--- src/rtl/tmr_cfg.svh ---
`ifndef TMR_CFG_SVH
`define TMR_CFG_SVH

// ----------------------------------------------------------------
// Register addresses on the internal I/O bus
// ----------------------------------------------------------------
`define TMR_A_T0_CMP_B   6'h17
`define TMR_A_T0_CMP_A   6'h18
`define TMR_A_T0_CNT     6'h19
`define TMR_A_T0_CTRL_B  6'h1a
`define TMR_A_T0_CTRL_A  6'h1b
`define TMR_A_W_CAP_L    6'h26
`define TMR_A_W_CAP_H    6'h27
`define TMR_A_W_CMPB_L   6'h28
`define TMR_A_W_CMPB_H   6'h29
`define TMR_A_W_CMPA_L   6'h2a
`define TMR_A_W_CMPA_H   6'h2b
`define TMR_A_W_CNT_L    6'h2c
`define TMR_A_W_CNT_H    6'h2d
`define TMR_A_W_CTRL_B   6'h2e
`define TMR_A_W_CTRL_A   6'h2f
`define TMR_A_FLAGS      6'h39
`define TMR_A_MASK       6'h3a

// ----------------------------------------------------------------
// Flag and mask bit positions (mask differs on the wide compares)
// ----------------------------------------------------------------
`define TMR_B_T0_CMPA    0
`define TMR_B_T0_OVF     1
`define TMR_B_T0_CMPB    2
`define TMR_B_W_CAP      3
`define TMR_B_W_CMPA     5
`define TMR_B_W_CMPB     6
`define TMR_M_W_CMPB     5
`define TMR_M_W_CMPA     6
`define TMR_B_W_OVF      7
`define TMR_FLAGS_USED   8'hef

// ----------------------------------------------------------------
// Control field positions and writable masks
// ----------------------------------------------------------------
`define TMR_B_T0_MODE2   3
`define TMR_B_W_NOISE    7
`define TMR_B_W_EDGE     6
`define TMR_T0_CTRL_B_WR 8'h0f
`define TMR_W_CTRL_A_WR  8'hf3
`define TMR_W_CTRL_B_WR  8'hdf

// ----------------------------------------------------------------
// Reset values
// ----------------------------------------------------------------
`define TMR_RST_BYTE     8'h00
`define TMR_RST_WORD     16'h0000

// ----------------------------------------------------------------
// Counter limits and fixed tops
// ----------------------------------------------------------------
`define TMR_T0_MAX       8'hff
`define TMR_W_BOTTOM     16'h0000
`define TMR_W_MAX        16'hffff
`define TMR_W_TOP8       16'h00ff
`define TMR_W_TOP9       16'h01ff
`define TMR_W_TOP10      16'h03ff

// ----------------------------------------------------------------
// Prescaler taps (low bits that must be zero) and filter depth
// ----------------------------------------------------------------
`define TMR_PSC_W        10
`define TMR_TAP_DIV8     3
`define TMR_TAP_DIV64    6
`define TMR_TAP_DIV256   8
`define TMR_TAP_DIV1024  10
`define TMR_NC_DEPTH     4

`endif

--- src/rtl/tmr_pkg.sv ---
`include "tmr_cfg.svh"

package tmr_pkg;

   typedef enum logic [1:0] {
      SL_NORMAL,
      SL_CTC,
      SL_FAST,
      SL_DUAL
   } tmr_slope_e;

   typedef enum logic [2:0] {
      TS_MAX,
      TS_8BIT,
      TS_9BIT,
      TS_10BIT,
      TS_CMPA,
      TS_CAP
   } tmr_top_e;

   typedef struct packed {
      logic [7:0]                flags;
      logic [7:0]                mask;
      logic [7:0]                t0_ctrl_a;
      logic [7:0]                t0_ctrl_b;
      logic [7:0]                t0_cmp_a;
      logic [7:0]                t0_cmp_b;
      logic [7:0]                w_ctrl_a;
      logic [7:0]                w_ctrl_b;
      logic [7:0]                temp;
      logic [7:0]                rdata;
      logic [15:0]               w_cmp_a_buf;
      logic [15:0]               w_cmp_b_buf;
      logic [15:0]               w_cmp_a;
      logic [15:0]               w_cmp_b;
      logic [15:0]               w_capture;
      logic [`TMR_PSC_W-1:0]     psc;
      logic                      t0_pin_prev;
      logic                      w_pin_prev;
      logic [`TMR_NC_DEPTH-1:0]  cap_pipe;
      logic                      cap_level;
      logic                      cap_prev;
      logic                      wave_a;
      logic                      wave_b;
   } tmr_state_s;

   function automatic logic clk_sel(input logic [2:0]            cs,
                                    input logic [`TMR_PSC_W-1:0] p,
                                    input logic                  pin,
                                    input logic                  prev);
      logic r;
      case (cs)
         3'h0:    r = 1'b0;
         3'h1:    r = 1'b1;
         3'h2:    r = (p[`TMR_TAP_DIV8-1:0] == '0);
         3'h3:    r = (p[`TMR_TAP_DIV64-1:0] == '0);
         3'h4:    r = (p[`TMR_TAP_DIV256-1:0] == '0);
         3'h5:    r = (p[`TMR_TAP_DIV1024-1:0] == '0);
         3'h6:    r = prev & ~pin;
         default: r = ~prev & pin;
      endcase
      return r;
   endfunction

   function automatic logic wave_next(input logic       cur,
                                      input logic [1:0] com,
                                      input tmr_slope_e sl,
                                      input logic       match,
                                      input logic       wrap,
                                      input logic       down,
                                      input logic       is_top);
      logic r;
      r = cur;
      if (sl == SL_NORMAL || sl == SL_CTC) begin
         if (match) begin
            case (com)
               2'h1:    r = ~cur;
               2'h2:    r = 1'b0;
               2'h3:    r = 1'b1;
               default: r = cur;
            endcase
         end
      end else if (is_top) begin
         if (match && com == 2'h1) begin
            r = ~cur;
         end
      end else if (sl == SL_FAST) begin
         if (match && com[1]) begin
            r = com[0];
         end else if (wrap && com[1]) begin
            r = ~com[0];
         end
      end else if (match && com[1]) begin
         r = com[0] ^ down;
      end
      return r;
   endfunction

endpackage

--- src/rtl/tmr_count_unit.sv ---
`timescale 1ns/1ps

module tmr_count_unit #(
   parameter int W = 16
) (
   input  wire logic         clk,
   input  wire logic         rst,
   input  wire logic         tick,
   input  wire logic         load,
   input  wire logic [W-1:0] load_value,
   input  wire logic [W-1:0] top,
   input  wire logic         dual,
   output logic      [W-1:0] count,
   output logic              down
);

   typedef struct packed {
      logic [W-1:0] count;
      logic         down;
   } tmr_cnt_s;

   tmr_cnt_s s_q;
   tmr_cnt_s s_d;

   if (W < 2) begin : g_bad_width
      $error("tmr_count_unit: W must be at least 2");
   end

   // ----------------------------------------------------------------
   // Next count
   // ----------------------------------------------------------------
   always_comb begin
      s_d = s_q;
      if (load) begin
         s_d.count = load_value;
      end else if (tick) begin
         if (!dual) begin
            s_d.down  = 1'b0;
            s_d.count = (s_q.count == top) ? '0 : s_q.count + 1'b1;
         end else if (!s_q.down) begin
            if (s_q.count >= top) begin
               s_d.down  = 1'b1;
               s_d.count = s_q.count - 1'b1;
            end else begin
               s_d.count = s_q.count + 1'b1;
            end
         end else if (s_q.count == '0) begin
            s_d.down  = 1'b0;
            s_d.count = s_q.count + 1'b1;
         end else begin
            s_d.count = s_q.count - 1'b1;
         end
      end
   end

   always_ff @(posedge clk or posedge rst) begin
      if (rst) begin
         s_q <= '0;
      end else begin
         s_q <= s_d;
      end
   end

   assign count = s_q.count;
   assign down  = s_q.down;

endmodule

--- src/rtl/tmr_core.sv ---
`timescale 1ns/1ps
`include "tmr_cfg.svh"

module tmr_core #(
   parameter int WIDE_W = 16,
   parameter int T0_W   = 8
) (
   input  wire logic       clk,
   input  wire logic       rst,
   input  wire logic [5:0] io_addr,
   input  wire logic       io_wr,
   input  wire logic       io_rd,
   input  wire logic [7:0] io_wdata,
   output logic      [7:0] io_rdata,
   input  wire logic       global_irq_en,
   input  wire logic [7:0] vector_taken,
   output logic      [7:0] irq_req,
   input  wire logic       t0_ext_clock_pin,
   input  wire logic       wide_ext_clock_pin,
   input  wire logic       wide_capture_pin,
   input  wire logic       acmp_out,
   input  wire logic       acmp_capture_sel,
   output logic            wide_wave_out_a,
   output logic            wide_wave_out_b
);

   if (WIDE_W != 16 || T0_W != 8) begin : g_bad_width
      $error("tmr_core: byte access logic serves only 16-bit and 8-bit counters");
   end

   tmr_pkg::tmr_state_s s_q;
   tmr_pkg::tmr_state_s s_d;

   // ----------------------------------------------------------------
   // Decoding helpers
   // ----------------------------------------------------------------
   function automatic tmr_pkg::tmr_slope_e wide_slope(input logic [3:0] m);
      tmr_pkg::tmr_slope_e r;
      case (m)
         4'h4, 4'hc:                        r = tmr_pkg::SL_CTC;
         4'h5, 4'h6, 4'h7, 4'he, 4'hf:      r = tmr_pkg::SL_FAST;
         4'h1, 4'h2, 4'h3, 4'h8, 4'h9,
         4'ha, 4'hb:                        r = tmr_pkg::SL_DUAL;
         default:                           r = tmr_pkg::SL_NORMAL;
      endcase
      return r;
   endfunction

   function automatic tmr_pkg::tmr_top_e wide_top_sel(input logic [3:0] m);
      tmr_pkg::tmr_top_e r;
      case (m)
         4'h1, 4'h5:                r = tmr_pkg::TS_8BIT;
         4'h2, 4'h6:                r = tmr_pkg::TS_9BIT;
         4'h3, 4'h7:                r = tmr_pkg::TS_10BIT;
         4'h4, 4'h9, 4'hb, 4'hf:    r = tmr_pkg::TS_CMPA;
         4'h8, 4'ha, 4'hc, 4'he:    r = tmr_pkg::TS_CAP;
         default:                   r = tmr_pkg::TS_MAX;
      endcase
      return r;
   endfunction

   // ----------------------------------------------------------------
   // Timer0 counter
   // ----------------------------------------------------------------
   logic [2:0] t0_mode;
   logic       t0_tick;
   logic       t0_dual;
   logic [7:0] t0_top;
   logic [7:0] t0_count;
   logic       t0_down;
   logic       t0_ovf_ev;
   logic       t0_ma;
   logic       t0_mb;

   assign t0_mode = {s_q.t0_ctrl_b[`TMR_B_T0_MODE2], s_q.t0_ctrl_a[1:0]};
   assign t0_tick = tmr_pkg::clk_sel(s_q.t0_ctrl_b[2:0], s_q.psc,
                                     t0_ext_clock_pin, s_q.t0_pin_prev);
   assign t0_dual = (t0_mode == 3'h1) || (t0_mode == 3'h5);
   assign t0_top  = (t0_mode == 3'h2 || t0_mode == 3'h5 || t0_mode == 3'h7) ?
                    s_q.t0_cmp_a : `TMR_T0_MAX;

   tmr_count_unit #(.W(T0_W)) u_t0_count (
      .clk        (clk),
      .rst        (rst),
      .tick       (t0_tick),
      .load       (io_wr && io_addr == `TMR_A_T0_CNT),
      .load_value (io_wdata),
      .top        (t0_top),
      .dual       (t0_dual),
      .count      (t0_count),
      .down       (t0_down)
   );

   always_comb begin
      if (t0_dual) begin
         t0_ovf_ev = t0_tick && t0_down && t0_count == '0;
      end else if (t0_mode == 3'h7) begin
         t0_ovf_ev = t0_tick && t0_count == t0_top;
      end else begin
         t0_ovf_ev = t0_tick && t0_count == `TMR_T0_MAX;
      end
   end

   assign t0_ma = t0_tick && t0_count == s_q.t0_cmp_a;
   assign t0_mb = t0_tick && t0_count == s_q.t0_cmp_b;

   // ----------------------------------------------------------------
   // Wide counter
   // ----------------------------------------------------------------
   logic [3:0]          w_mode;
   tmr_pkg::tmr_slope_e w_slope;
   tmr_pkg::tmr_top_e   w_top_sel;
   logic [15:0]         w_top;
   logic                w_tick;
   logic [15:0]         w_count;
   logic                w_down;
   logic                w_top_ev;
   logic                w_ovf_ev;
   logic                w_ma;
   logic                w_mb;
   logic                w_pwm;
   logic                cap_src;
   logic                cap_edge;

   assign w_mode    = {s_q.w_ctrl_b[4:3], s_q.w_ctrl_a[1:0]};
   assign w_slope   = wide_slope(w_mode);
   assign w_top_sel = wide_top_sel(w_mode);
   assign w_tick    = tmr_pkg::clk_sel(s_q.w_ctrl_b[2:0], s_q.psc,
                                       wide_ext_clock_pin, s_q.w_pin_prev);
   assign w_pwm     = (w_slope == tmr_pkg::SL_FAST) || (w_slope == tmr_pkg::SL_DUAL);

   always_comb begin
      case (w_top_sel)
         tmr_pkg::TS_8BIT:  w_top = `TMR_W_TOP8;
         tmr_pkg::TS_9BIT:  w_top = `TMR_W_TOP9;
         tmr_pkg::TS_10BIT: w_top = `TMR_W_TOP10;
         tmr_pkg::TS_CMPA:  w_top = s_q.w_cmp_a;
         tmr_pkg::TS_CAP:   w_top = s_q.w_capture;
         default:           w_top = `TMR_W_MAX;
      endcase
   end

   tmr_count_unit #(.W(WIDE_W)) u_w_count (
      .clk        (clk),
      .rst        (rst),
      .tick       (w_tick),
      .load       (io_wr && io_addr == `TMR_A_W_CNT_L),
      .load_value ({s_q.temp, io_wdata}),
      .top        (w_top),
      .dual       (w_slope == tmr_pkg::SL_DUAL),
      .count      (w_count),
      .down       (w_down)
   );

   assign w_top_ev = w_tick && w_count == w_top;
   assign w_ma     = w_tick && w_count == s_q.w_cmp_a;
   assign w_mb     = w_tick && w_count == s_q.w_cmp_b;

   always_comb begin
      case (w_slope)
         tmr_pkg::SL_FAST: w_ovf_ev = w_top_ev;
         tmr_pkg::SL_DUAL: w_ovf_ev = w_tick && w_down && w_count == `TMR_W_BOTTOM;
         default:          w_ovf_ev = w_tick && w_count == `TMR_W_MAX;
      endcase
   end

   // Capture input disabled while the capture register defines top
   assign cap_src  = acmp_capture_sel ? acmp_out : wide_capture_pin;
   assign cap_edge = (w_top_sel != tmr_pkg::TS_CAP) && (s_q.cap_level != s_q.cap_prev) &&
                     (s_q.cap_level == s_q.w_ctrl_b[`TMR_B_W_EDGE]);

   // ----------------------------------------------------------------
   // Register file, flags and waveform state
   // ----------------------------------------------------------------
   logic [7:0] flag_set;
   logic [7:0] flag_clr;
   logic [7:0] mask_by_flag;

   always_comb begin
      s_d             = s_q;
      s_d.psc         = s_q.psc + 1'b1;
      s_d.t0_pin_prev = t0_ext_clock_pin;
      s_d.w_pin_prev  = wide_ext_clock_pin;

      // Capture filter and edge history
      s_d.cap_pipe = {s_q.cap_pipe[`TMR_NC_DEPTH-2:0], cap_src};
      s_d.cap_prev = s_q.cap_level;
      if (!s_q.w_ctrl_b[`TMR_B_W_NOISE]) begin
         s_d.cap_level = cap_src;
      end else if (s_q.cap_pipe == '0 || s_q.cap_pipe == '1) begin
         s_d.cap_level = s_q.cap_pipe[`TMR_NC_DEPTH-1];
      end
      if (cap_edge) begin
         s_d.w_capture = w_count;
      end

      // Bus writes
      if (io_wr) begin
         case (io_addr)
            `TMR_A_MASK:      s_d.mask      = io_wdata & `TMR_FLAGS_USED;
            `TMR_A_T0_CTRL_A: s_d.t0_ctrl_a = io_wdata;
            `TMR_A_T0_CTRL_B: s_d.t0_ctrl_b = io_wdata & `TMR_T0_CTRL_B_WR;
            `TMR_A_T0_CMP_A:  s_d.t0_cmp_a  = io_wdata;
            `TMR_A_T0_CMP_B:  s_d.t0_cmp_b  = io_wdata;
            `TMR_A_W_CTRL_A:  s_d.w_ctrl_a  = io_wdata & `TMR_W_CTRL_A_WR;
            `TMR_A_W_CTRL_B:  s_d.w_ctrl_b  = io_wdata & `TMR_W_CTRL_B_WR;
            `TMR_A_W_CNT_H,
            `TMR_A_W_CMPA_H,
            `TMR_A_W_CMPB_H,
            `TMR_A_W_CAP_H:   s_d.temp      = io_wdata;
            `TMR_A_W_CMPA_L:  s_d.w_cmp_a_buf = {s_q.temp, io_wdata};
            `TMR_A_W_CMPB_L:  s_d.w_cmp_b_buf = {s_q.temp, io_wdata};
            `TMR_A_W_CAP_L: begin
               if (w_top_sel == tmr_pkg::TS_CAP) begin
                  s_d.w_capture = {s_q.temp, io_wdata};
               end
            end
            default: ;
         endcase
      end

      // Compare buffers: immediate outside PWM, at top inside PWM
      if (!w_pwm || w_top_ev) begin
         s_d.w_cmp_a = s_d.w_cmp_a_buf;
         s_d.w_cmp_b = s_d.w_cmp_b_buf;
      end

      // Bus reads
      if (io_rd) begin
         case (io_addr)
            `TMR_A_FLAGS:     s_d.rdata = s_q.flags;
            `TMR_A_MASK:      s_d.rdata = s_q.mask;
            `TMR_A_T0_CTRL_A: s_d.rdata = s_q.t0_ctrl_a;
            `TMR_A_T0_CTRL_B: s_d.rdata = s_q.t0_ctrl_b;
            `TMR_A_T0_CMP_A:  s_d.rdata = s_q.t0_cmp_a;
            `TMR_A_T0_CMP_B:  s_d.rdata = s_q.t0_cmp_b;
            `TMR_A_T0_CNT:    s_d.rdata = t0_count;
            `TMR_A_W_CTRL_A:  s_d.rdata = s_q.w_ctrl_a;
            `TMR_A_W_CTRL_B:  s_d.rdata = s_q.w_ctrl_b;
            `TMR_A_W_CMPA_L:  s_d.rdata = s_q.w_cmp_a_buf[7:0];
            `TMR_A_W_CMPA_H:  s_d.rdata = s_q.w_cmp_a_buf[15:8];
            `TMR_A_W_CMPB_L:  s_d.rdata = s_q.w_cmp_b_buf[7:0];
            `TMR_A_W_CMPB_H:  s_d.rdata = s_q.w_cmp_b_buf[15:8];
            `TMR_A_W_CNT_L: begin
               s_d.rdata = w_count[7:0];
               s_d.temp  = w_count[15:8];
            end
            `TMR_A_W_CAP_L: begin
               s_d.rdata = s_q.w_capture[7:0];
               s_d.temp  = s_q.w_capture[15:8];
            end
            `TMR_A_W_CNT_H,
            `TMR_A_W_CAP_H:   s_d.rdata = s_q.temp;
            default:          s_d.rdata = `TMR_RST_BYTE;
         endcase
      end

      // Flags: set beats clear
      flag_set                   = '0;
      flag_set[`TMR_B_T0_CMPA]   = t0_ma;
      flag_set[`TMR_B_T0_OVF]    = t0_ovf_ev;
      flag_set[`TMR_B_T0_CMPB]   = t0_mb;
      flag_set[`TMR_B_W_CAP]     = cap_edge;
      flag_set[`TMR_B_W_CMPA]    = w_ma;
      flag_set[`TMR_B_W_CMPB]    = w_mb;
      flag_set[`TMR_B_W_OVF]     = w_ovf_ev;
      flag_clr                   = vector_taken;
      if (io_wr && io_addr == `TMR_A_FLAGS) begin
         flag_clr = flag_clr | io_wdata;
      end
      s_d.flags = ((s_q.flags & ~flag_clr) | flag_set) & `TMR_FLAGS_USED;

      // Waveform outputs
      s_d.wave_a = tmr_pkg::wave_next(s_q.wave_a, s_q.w_ctrl_a[7:6], w_slope, w_ma, w_top_ev,
                                      w_down, w_top_sel == tmr_pkg::TS_CMPA);
      s_d.wave_b = tmr_pkg::wave_next(s_q.wave_b, s_q.w_ctrl_a[5:4], w_slope, w_mb, w_top_ev,
                                      w_down, 1'b0);
   end

   always_ff @(posedge clk or posedge rst) begin
      if (rst) begin
         s_q <= '0;
      end else begin
         s_q <= s_d;
      end
   end

   // ----------------------------------------------------------------
   // Outputs
   // ----------------------------------------------------------------
   // Mask enables of the wide compares sit on the swapped bits
   always_comb begin
      mask_by_flag                = s_q.mask;
      mask_by_flag[`TMR_B_W_CMPA] = s_q.mask[`TMR_M_W_CMPA];
      mask_by_flag[`TMR_B_W_CMPB] = s_q.mask[`TMR_M_W_CMPB];
   end

   assign irq_req         = s_q.flags & mask_by_flag & {8{global_irq_en}};
   assign io_rdata        = s_q.rdata;
   assign wide_wave_out_a = s_q.wave_a;
   assign wide_wave_out_b = s_q.wave_b;

endmodule

--- config.mk ---
export PLATFORM = sky130hd
export DESIGN_NAME = tmr_core
export DESIGN_NICKNAME = d
export VERILOG_FILES = /design/src/rtl/tmr_pkg.sv /design/src/rtl/tmr_count_unit.sv /design/src/rtl/tmr_core.sv
export VERILOG_INCLUDE_DIRS = /design/src /design/src/rtl
export SDC_FILE = /design/constraint.sdc
export NUM_CORES = 1
export LEC_CHECK = 0
export BUFFER_PORTS_ARGS = -buffer_cell sky130_fd_sc_hd__buf_2
export CAP_MARGIN = 20
export CORE_MARGIN = 2
export CORE_UTILIZATION = 55
export CTS_BUF_LIST = sky130_fd_sc_hd__clkbuf_4 sky130_fd_sc_hd__clkbuf_8
export CTS_CLUSTER_SIZE = 30
export DETAILED_ROUTE_END_ITERATION = 10
export PLACE_DENSITY = 0.69
export SLEW_MARGIN = 20
export SYNTH_ARGS = -nofsm -noshare
export SYNTH_HDL_FRONTEND = slang
export SYNTH_SLANG_ARGS = --single-unit
export TNS_END_PERCENT = 20
--- constraint.sdc ---
create_clock -name clk -period 8.81 [get_ports clk]
set_clock_uncertainty 0.2 [all_clocks]
set_input_delay 2.643 -clock clk [delete_from_list [all_inputs] [get_ports clk]]
set_output_delay 2.643 -clock clk [all_outputs]
set_load 0.02 [all_outputs]
==> results.cfg, run 1 <==
[outcome]
status = completed

[drt]
viasPerCell = 6.544
postRouteAntennaNets = 0
first_pass_iters = 6
routed_wl_mm = 35.49
drtIter0Drc = 1036
drc = 0
vias = 9581
wl_per_cell_um = 24.24

[synth]
synth-edff-count = 0
syn_area_um2 = 11580
syn_area_per_cell_um2 = 9.854
synthArstFlopShare = 1.000
ys_seq_area_frac = 0.4258
syn-num-nets = 1243
synth_cells = 1175
ys_warn_count = 0
synth.distinct_cells = 74
ys_ff_latch = 197
synth-main-ff-cell = dfrtp_1

[place]
placed_cell_area_um2 = 11920
dp_hpwl_mm = 24.52
io_buffers = 47
routabilityCongestion = 0.9461

[pwr]
power_leakage_nw = 5.508
ir_worst_vdd_v = 0.0001085
power_density_nw_per_um2 = 229.2

[setup_path]
cp_top_family = buffers and inverters
crit_path_end_kind = output port
path_buf_inv = 2
startpoint = global_irq_en
path_class = input port to output port
crit_fanout = 7
cp_slowest_cell = and3_1
r2r-start = s_q[125]
cpPeakStageDelay_ns = 0.24
critical_path.startpoint_type = input port
crit_required_ns = 5.97
path_cells = buf_2 > and3_1 > buf_2
crit_top_cell = buf_2
crit_arrival_ns = 3.27

[cells_and_area]
fillers = 1795
finalInstanceArea_um2 = 12320
layout.area.seq_um2 = 4930
antenna_cells = 0
layout_commonest_cell = dfrtp_1
final_cell_mix = dfrtp_1 (197), nand2_1 (107), mux2_2 (101)
multi_input_area_um2 = 6211
drive_above_1_share = 0.1842
area_delta_synth_final_pct = 6.419
layout.nets = 1244

[timing]
setup_viol = 0
finalCritPeriodShare = 0.6935
rsz0062_at_grt = no
fmax_mhz = 163.7
slew_viol_final = 0
finalCriticalPeriod_ns = 6.109
hold_viol_final = 0
fin_setup_tns_ns = 0
tightestPinTransition_ns = 1.203
relSlewSlack = 0.1978

[clock_tree]
cts.clk_slew.worst_paths_ns = 0.10
post-cts-setup-buffer-count = 0
htreeDepth = 4
clock_path_buffers = 2
cts_root_buf = clkbuf_8
clk_latency_ns = 0.48
cts_resized = 0
cts_buffers = 17
cts_tree = done
clock-sinks = 197
holdBufCountCts = 0

[floorplan]
die_area_um2 = 22230
dieWidth_um = 149.1
rows = 53
core_area_um2 = 20820
boundaryPins = 50
die_h_um = 149.1
initial_core_util = 0.5561

[global_route]
grt_pass1_vias = 8903
grt_max_degree = 116
overflow = 0
grt_util_met3 = 0.06422
track_usage = 0.3262
grt_pass1_wl_mm = 54.03
grtUsageMet1 = 0.4731
antenna_found_initial = 0
grt.busiest_layer = met2
met2_usage = 0.4903

[hold_path]
hold_path.startpoint = s_d[5]
hp-class = register to register

[run]
drv_cap = 0
[state kept, by name (all words and copies together), names as in the netlist]
register,count
s_q,150
mask_by_flag,7
wide_wave_out_a,1
s_d,4
io_rdata,8
u_w_count.count,16
wide_wave_out_b,1
u_t0_count.count,8
u_w_count.down,1
u_t0_count.down,1
[report_power, final]
part | switching [mW] | internal [mW] | total, mW
combinational | 0.447 | 0.380 | 0.828
clock | 0.350 | 0.244 | 0.594
sequential | 0.334 | 1.07 | 1.40
[synth_stat cells, types with 19 or more instances]
master,instances,area (µm²)
dfrtp_1,197,4930
nand2_1,107,401.6
mux2_2,101,1137
nor2_1,92,345.3
clkbuf_1,56,210.2
a21oi_1,55,275.3
o21ai_0,54,270.3
xnor2_1,41,359.1
ha_1,36,450.4
a22oi_1,34,255.2
a22o_1,29,254.0
nand4_1,29,181.4
nand3_1,27,135.1
mux2i_1,25,250.2
inv_1,23,86.33
and3_1,21,131.4
a221oi_1,20,175.2
nor3_1,19,95.09
[final timing paths]
path	end	slack, ns	cells past startpoint
worst max-delay path	irq_req[3]	2.70	3
worst min-delay path	s_d[6]	0.19	0
worst max register to register	u_w_count.count[4]	3.67	17
worst min register to register	s_d[6]	0.19	0
max in group asynchronous	u_w_count.count[14]	5.07	3
min in group asynchronous	s_q[12]	2.09	2
[routing by layer]
| layer | vias to the layer above | part of all wire |
|---|---|---|
| li1 | 4342 | - |
| met1 | 4659 | 0.43 |
| met2 | 502 | 0.44 |
| met3 | 78 | 0.10 |
| met4 | 0 | 0.029 |
| met5 | - | 0 |
[metrics by stage]
step	instances	hold WS, ns	setup WS, ns	total power, mW	util
after global placement	1432	0.1685	2.734	2.190	0.5721
final	1464	0.1851	2.701	2.825	0.5918
after floorplan	1175	0.1478	0.5980	1.945	-
after global routing	1464	0.2080	2.715	2.969	0.5918
after CTS	1464	0.1840	2.738	2.800	0.5912
after detailed placement	1432	0.1681	2.739	2.213	0.5723
[logic make-up (layout without fill, tap and decap cells)]
logic type | after synthesis | count (layout) | share of synthesized area
adders and majority gates | 36 | 36 | 0.03890
muxes | 128 | 128 | 0.1218
buffers and inverters | 103 | 117 | 0.04041
other | 1 | 1 | 0.0003239
AOI/OAI and AO/OA | 291 | 291 | 0.1765
DFF | 197 | 197 | 0.4258
xor gates and xnor gates | 59 | 59 | 0.04463
and+or+nand+nor | 360 | 360 | 0.1517
[layout make-up]
class | instances | share of cell area
Inverter | 23 | 0.007616
Clock buffer | 19 | 0.02071
Multi-Input combinational cell | 875 | 0.5041
Sequential cell | 197 | 0.4001
Clock inverter | 13 | 0.01107
Tap cell | 275 | 0.02792
Timing Repair Buffer | 62 | 0.02853
No activity file was read; power rests on OpenSTA's default activity.
==> inputs of run 2 (changes only) <==
Settings changed: PLACE_DENSITY 0.69 to 0.72.
Clock period 8.81 ns to 5.1 ns, I/O delays scaled along.
==> results.cfg, run 2 (synthesis results as in run 1) <==
[setup_path]
path_buf_inv = 2
crit_top_cell = ha_1
crit_path_end_kind = register
cp_top_family = simple AND/OR/NAND/NOR gates
r2r-start = s_q[124]
cpPeakStageDelay_ns = 0.49
crit_fanout = 14
cp_slowest_cell = dfrtp_1
critical_path.startpoint_type = register
r2r_cells = 17
regToRegSetupSlack_ns = 0.42
path_class = register to register
crit_required_ns = 5.30
crit_arrival_ns = 4.88
path_cells = or2_2 > inv_1 > ha_1 > nor4b_1 > a21o_2 > buf_4 > a22o_1 > nor2_1 > ha_1 > nand4_1 > nor3_1 > o31ai_1 > and4_1 > nor4_1 > a32oi_1 > mux2_1 > o22ai_1
rr_endpoint = u_w_count.count[15]

[hold_path]
hp-class = register to register
hold_depth = 0
hold_path.startpoint = s_d[5]
worstHoldEndpoint = s_d[6]

[clock_tree]
clock_path_buffers = 2
holdBufCountCts = 0
cts_root_buf = clkbuf_8
cts.clk_slew.worst_paths_ns = 0.10
clk_latency_ns = 0.49
htreeDepth = 4
clock-sinks = 197
post-cts-setup-buffer-count = 0
cts_buffers = 17
cts_tree = done
cts_resized = 0

[cells_and_area]
layout_commonest_cell = dfrtp_1
drive_above_1_share = 0.1950
final_util = 0.6001
layout.nets = 1260
final_cell_mix = dfrtp_1 (197), nand2_1 (107), mux2_2 (101)
regMostFlops = s_q
antenna_cells = 0
largest_register_ff_count = 150
area_delta_synth_final_pct = 7.921

[drt]
postRouteAntennaNets = 0
drc = 0
first_pass_iters = 5
routed_wl_mm = 36.47
viasPerCell = 6.719
vias = 9944
drtIter0Drc = 1216
wl_per_cell_um = 24.64

[place]
io_buffers = 47
routabilityCongestion = 0.9955
dp_hpwl_mm = 25.38

[floorplan]
initial_core_util = 0.5561
dieWidth_um = 149.1
core_area_um2 = 20820
rows = 53
die_area_um2 = 22230
die_h_um = 149.1
boundaryPins = 50

[global_route]
grt_pass1_wl_mm = 55.90
overflow = 0
track_usage = 0.3374
antenna_found_initial = 0
grt_max_degree = 60
grt_pass1_vias = 9503

[pwr]
power_density_nw_per_um2 = 396.6
ir_worst_vdd_v = 0.0001859
power_leakage_nw = 5.607

[timing]
finalCritPeriodShare = 0.9174
tightestPinTransition_ns = 1.117
setup_viol = 0
fin_setup_tns_ns = 0
fmax_mhz = 213.7
finalCriticalPeriod_ns = 4.679
hold_viol_final = 0
relSlewSlack = 0.2506
slew_viol_final = 0
rsz0062_at_grt = no

[outcome]
status = completed

[run]
drv_cap = 0
-- run 2: cell count changes in the layout (fill, tap and decap cells not counted), moves of 2 or more --
cell / delta
inv_8: -3
buf_12: +4
clkbuf_8: +2
buf_4: +13
-- run 2: cell type report --
class	count	area [µm²]
clock buffer	20	275.3
clock inverter	12	135.1
fill	1813	8327
sequential	197	4930
multi-input combinational	875	6203
tap	275	344.1
timing repair buffer	78	518.0
inverter	23	90.09
-- run 2: worst reg2reg max path: stages, from the launching register on --
cell and delay, ns:
dfrtp_1 0.49, or2_2 0.36, inv_1 0.09, ha_1 0.14
nor4b_1 0.24, a21o_2 0.35, buf_4 0.23, a22o_1 0.13
nor2_1 0.04, ha_1 0.31, nand4_1 0.16, nor3_1 0.29
o31ai_1 0.14, and4_1 0.25, nor4_1 0.48, a32oi_1 0.21
mux2_1 0.34, o22ai_1 0.15
-- run 2: worst max-delay path by stage --
stage / from / end / cells past startpoint
floorplan: s_q[124] / u_w_count.count[10] / 18
global placement: s_q[124] / u_w_count.count[15] / 17
detailed placement: s_q[124] / u_w_count.count[15] / 17
CTS: s_q[124] / u_w_count.count[15] / 17
global route: s_q[124] / u_w_count.count[15] / 17
finish: s_q[124] / u_w_count.count[15] / 17
-- run 2: routing by layer --
metal	track usage	up-vias	wire, µm
met5	0	-	0
met4	0.1671	0	1833
met3	0.08532	125	4088
met2	0.4984	576	15820
met1	0.4629	4865	14730
li1	-	4378	-
-- run 2: power by group --
| group | internal, mW | switching (mW) |
|---|---|---|
| sequential | 1.85 | 0.579 |
| clock | 0.443 | 0.604 |
| combinational | 0.682 | 0.801 |
-- run 2: through the flow --
stage	std cells	power, mW	instance area [µm²]	hold slack, ns	worst slack (ns)
after global routing	1480	5.211	12500	0.2039	0.005382
after detailed placement	1447	3.867	12060	0.1646	0.3666
final	1480	4.956	12500	0.1863	0.4212
after global placement	1447	3.815	12060	0.1649	0.5763
after CTS	1479	4.911	12470	0.1896	0.3370
after floorplan	1175	3.359	11580	0.1478	0.7548
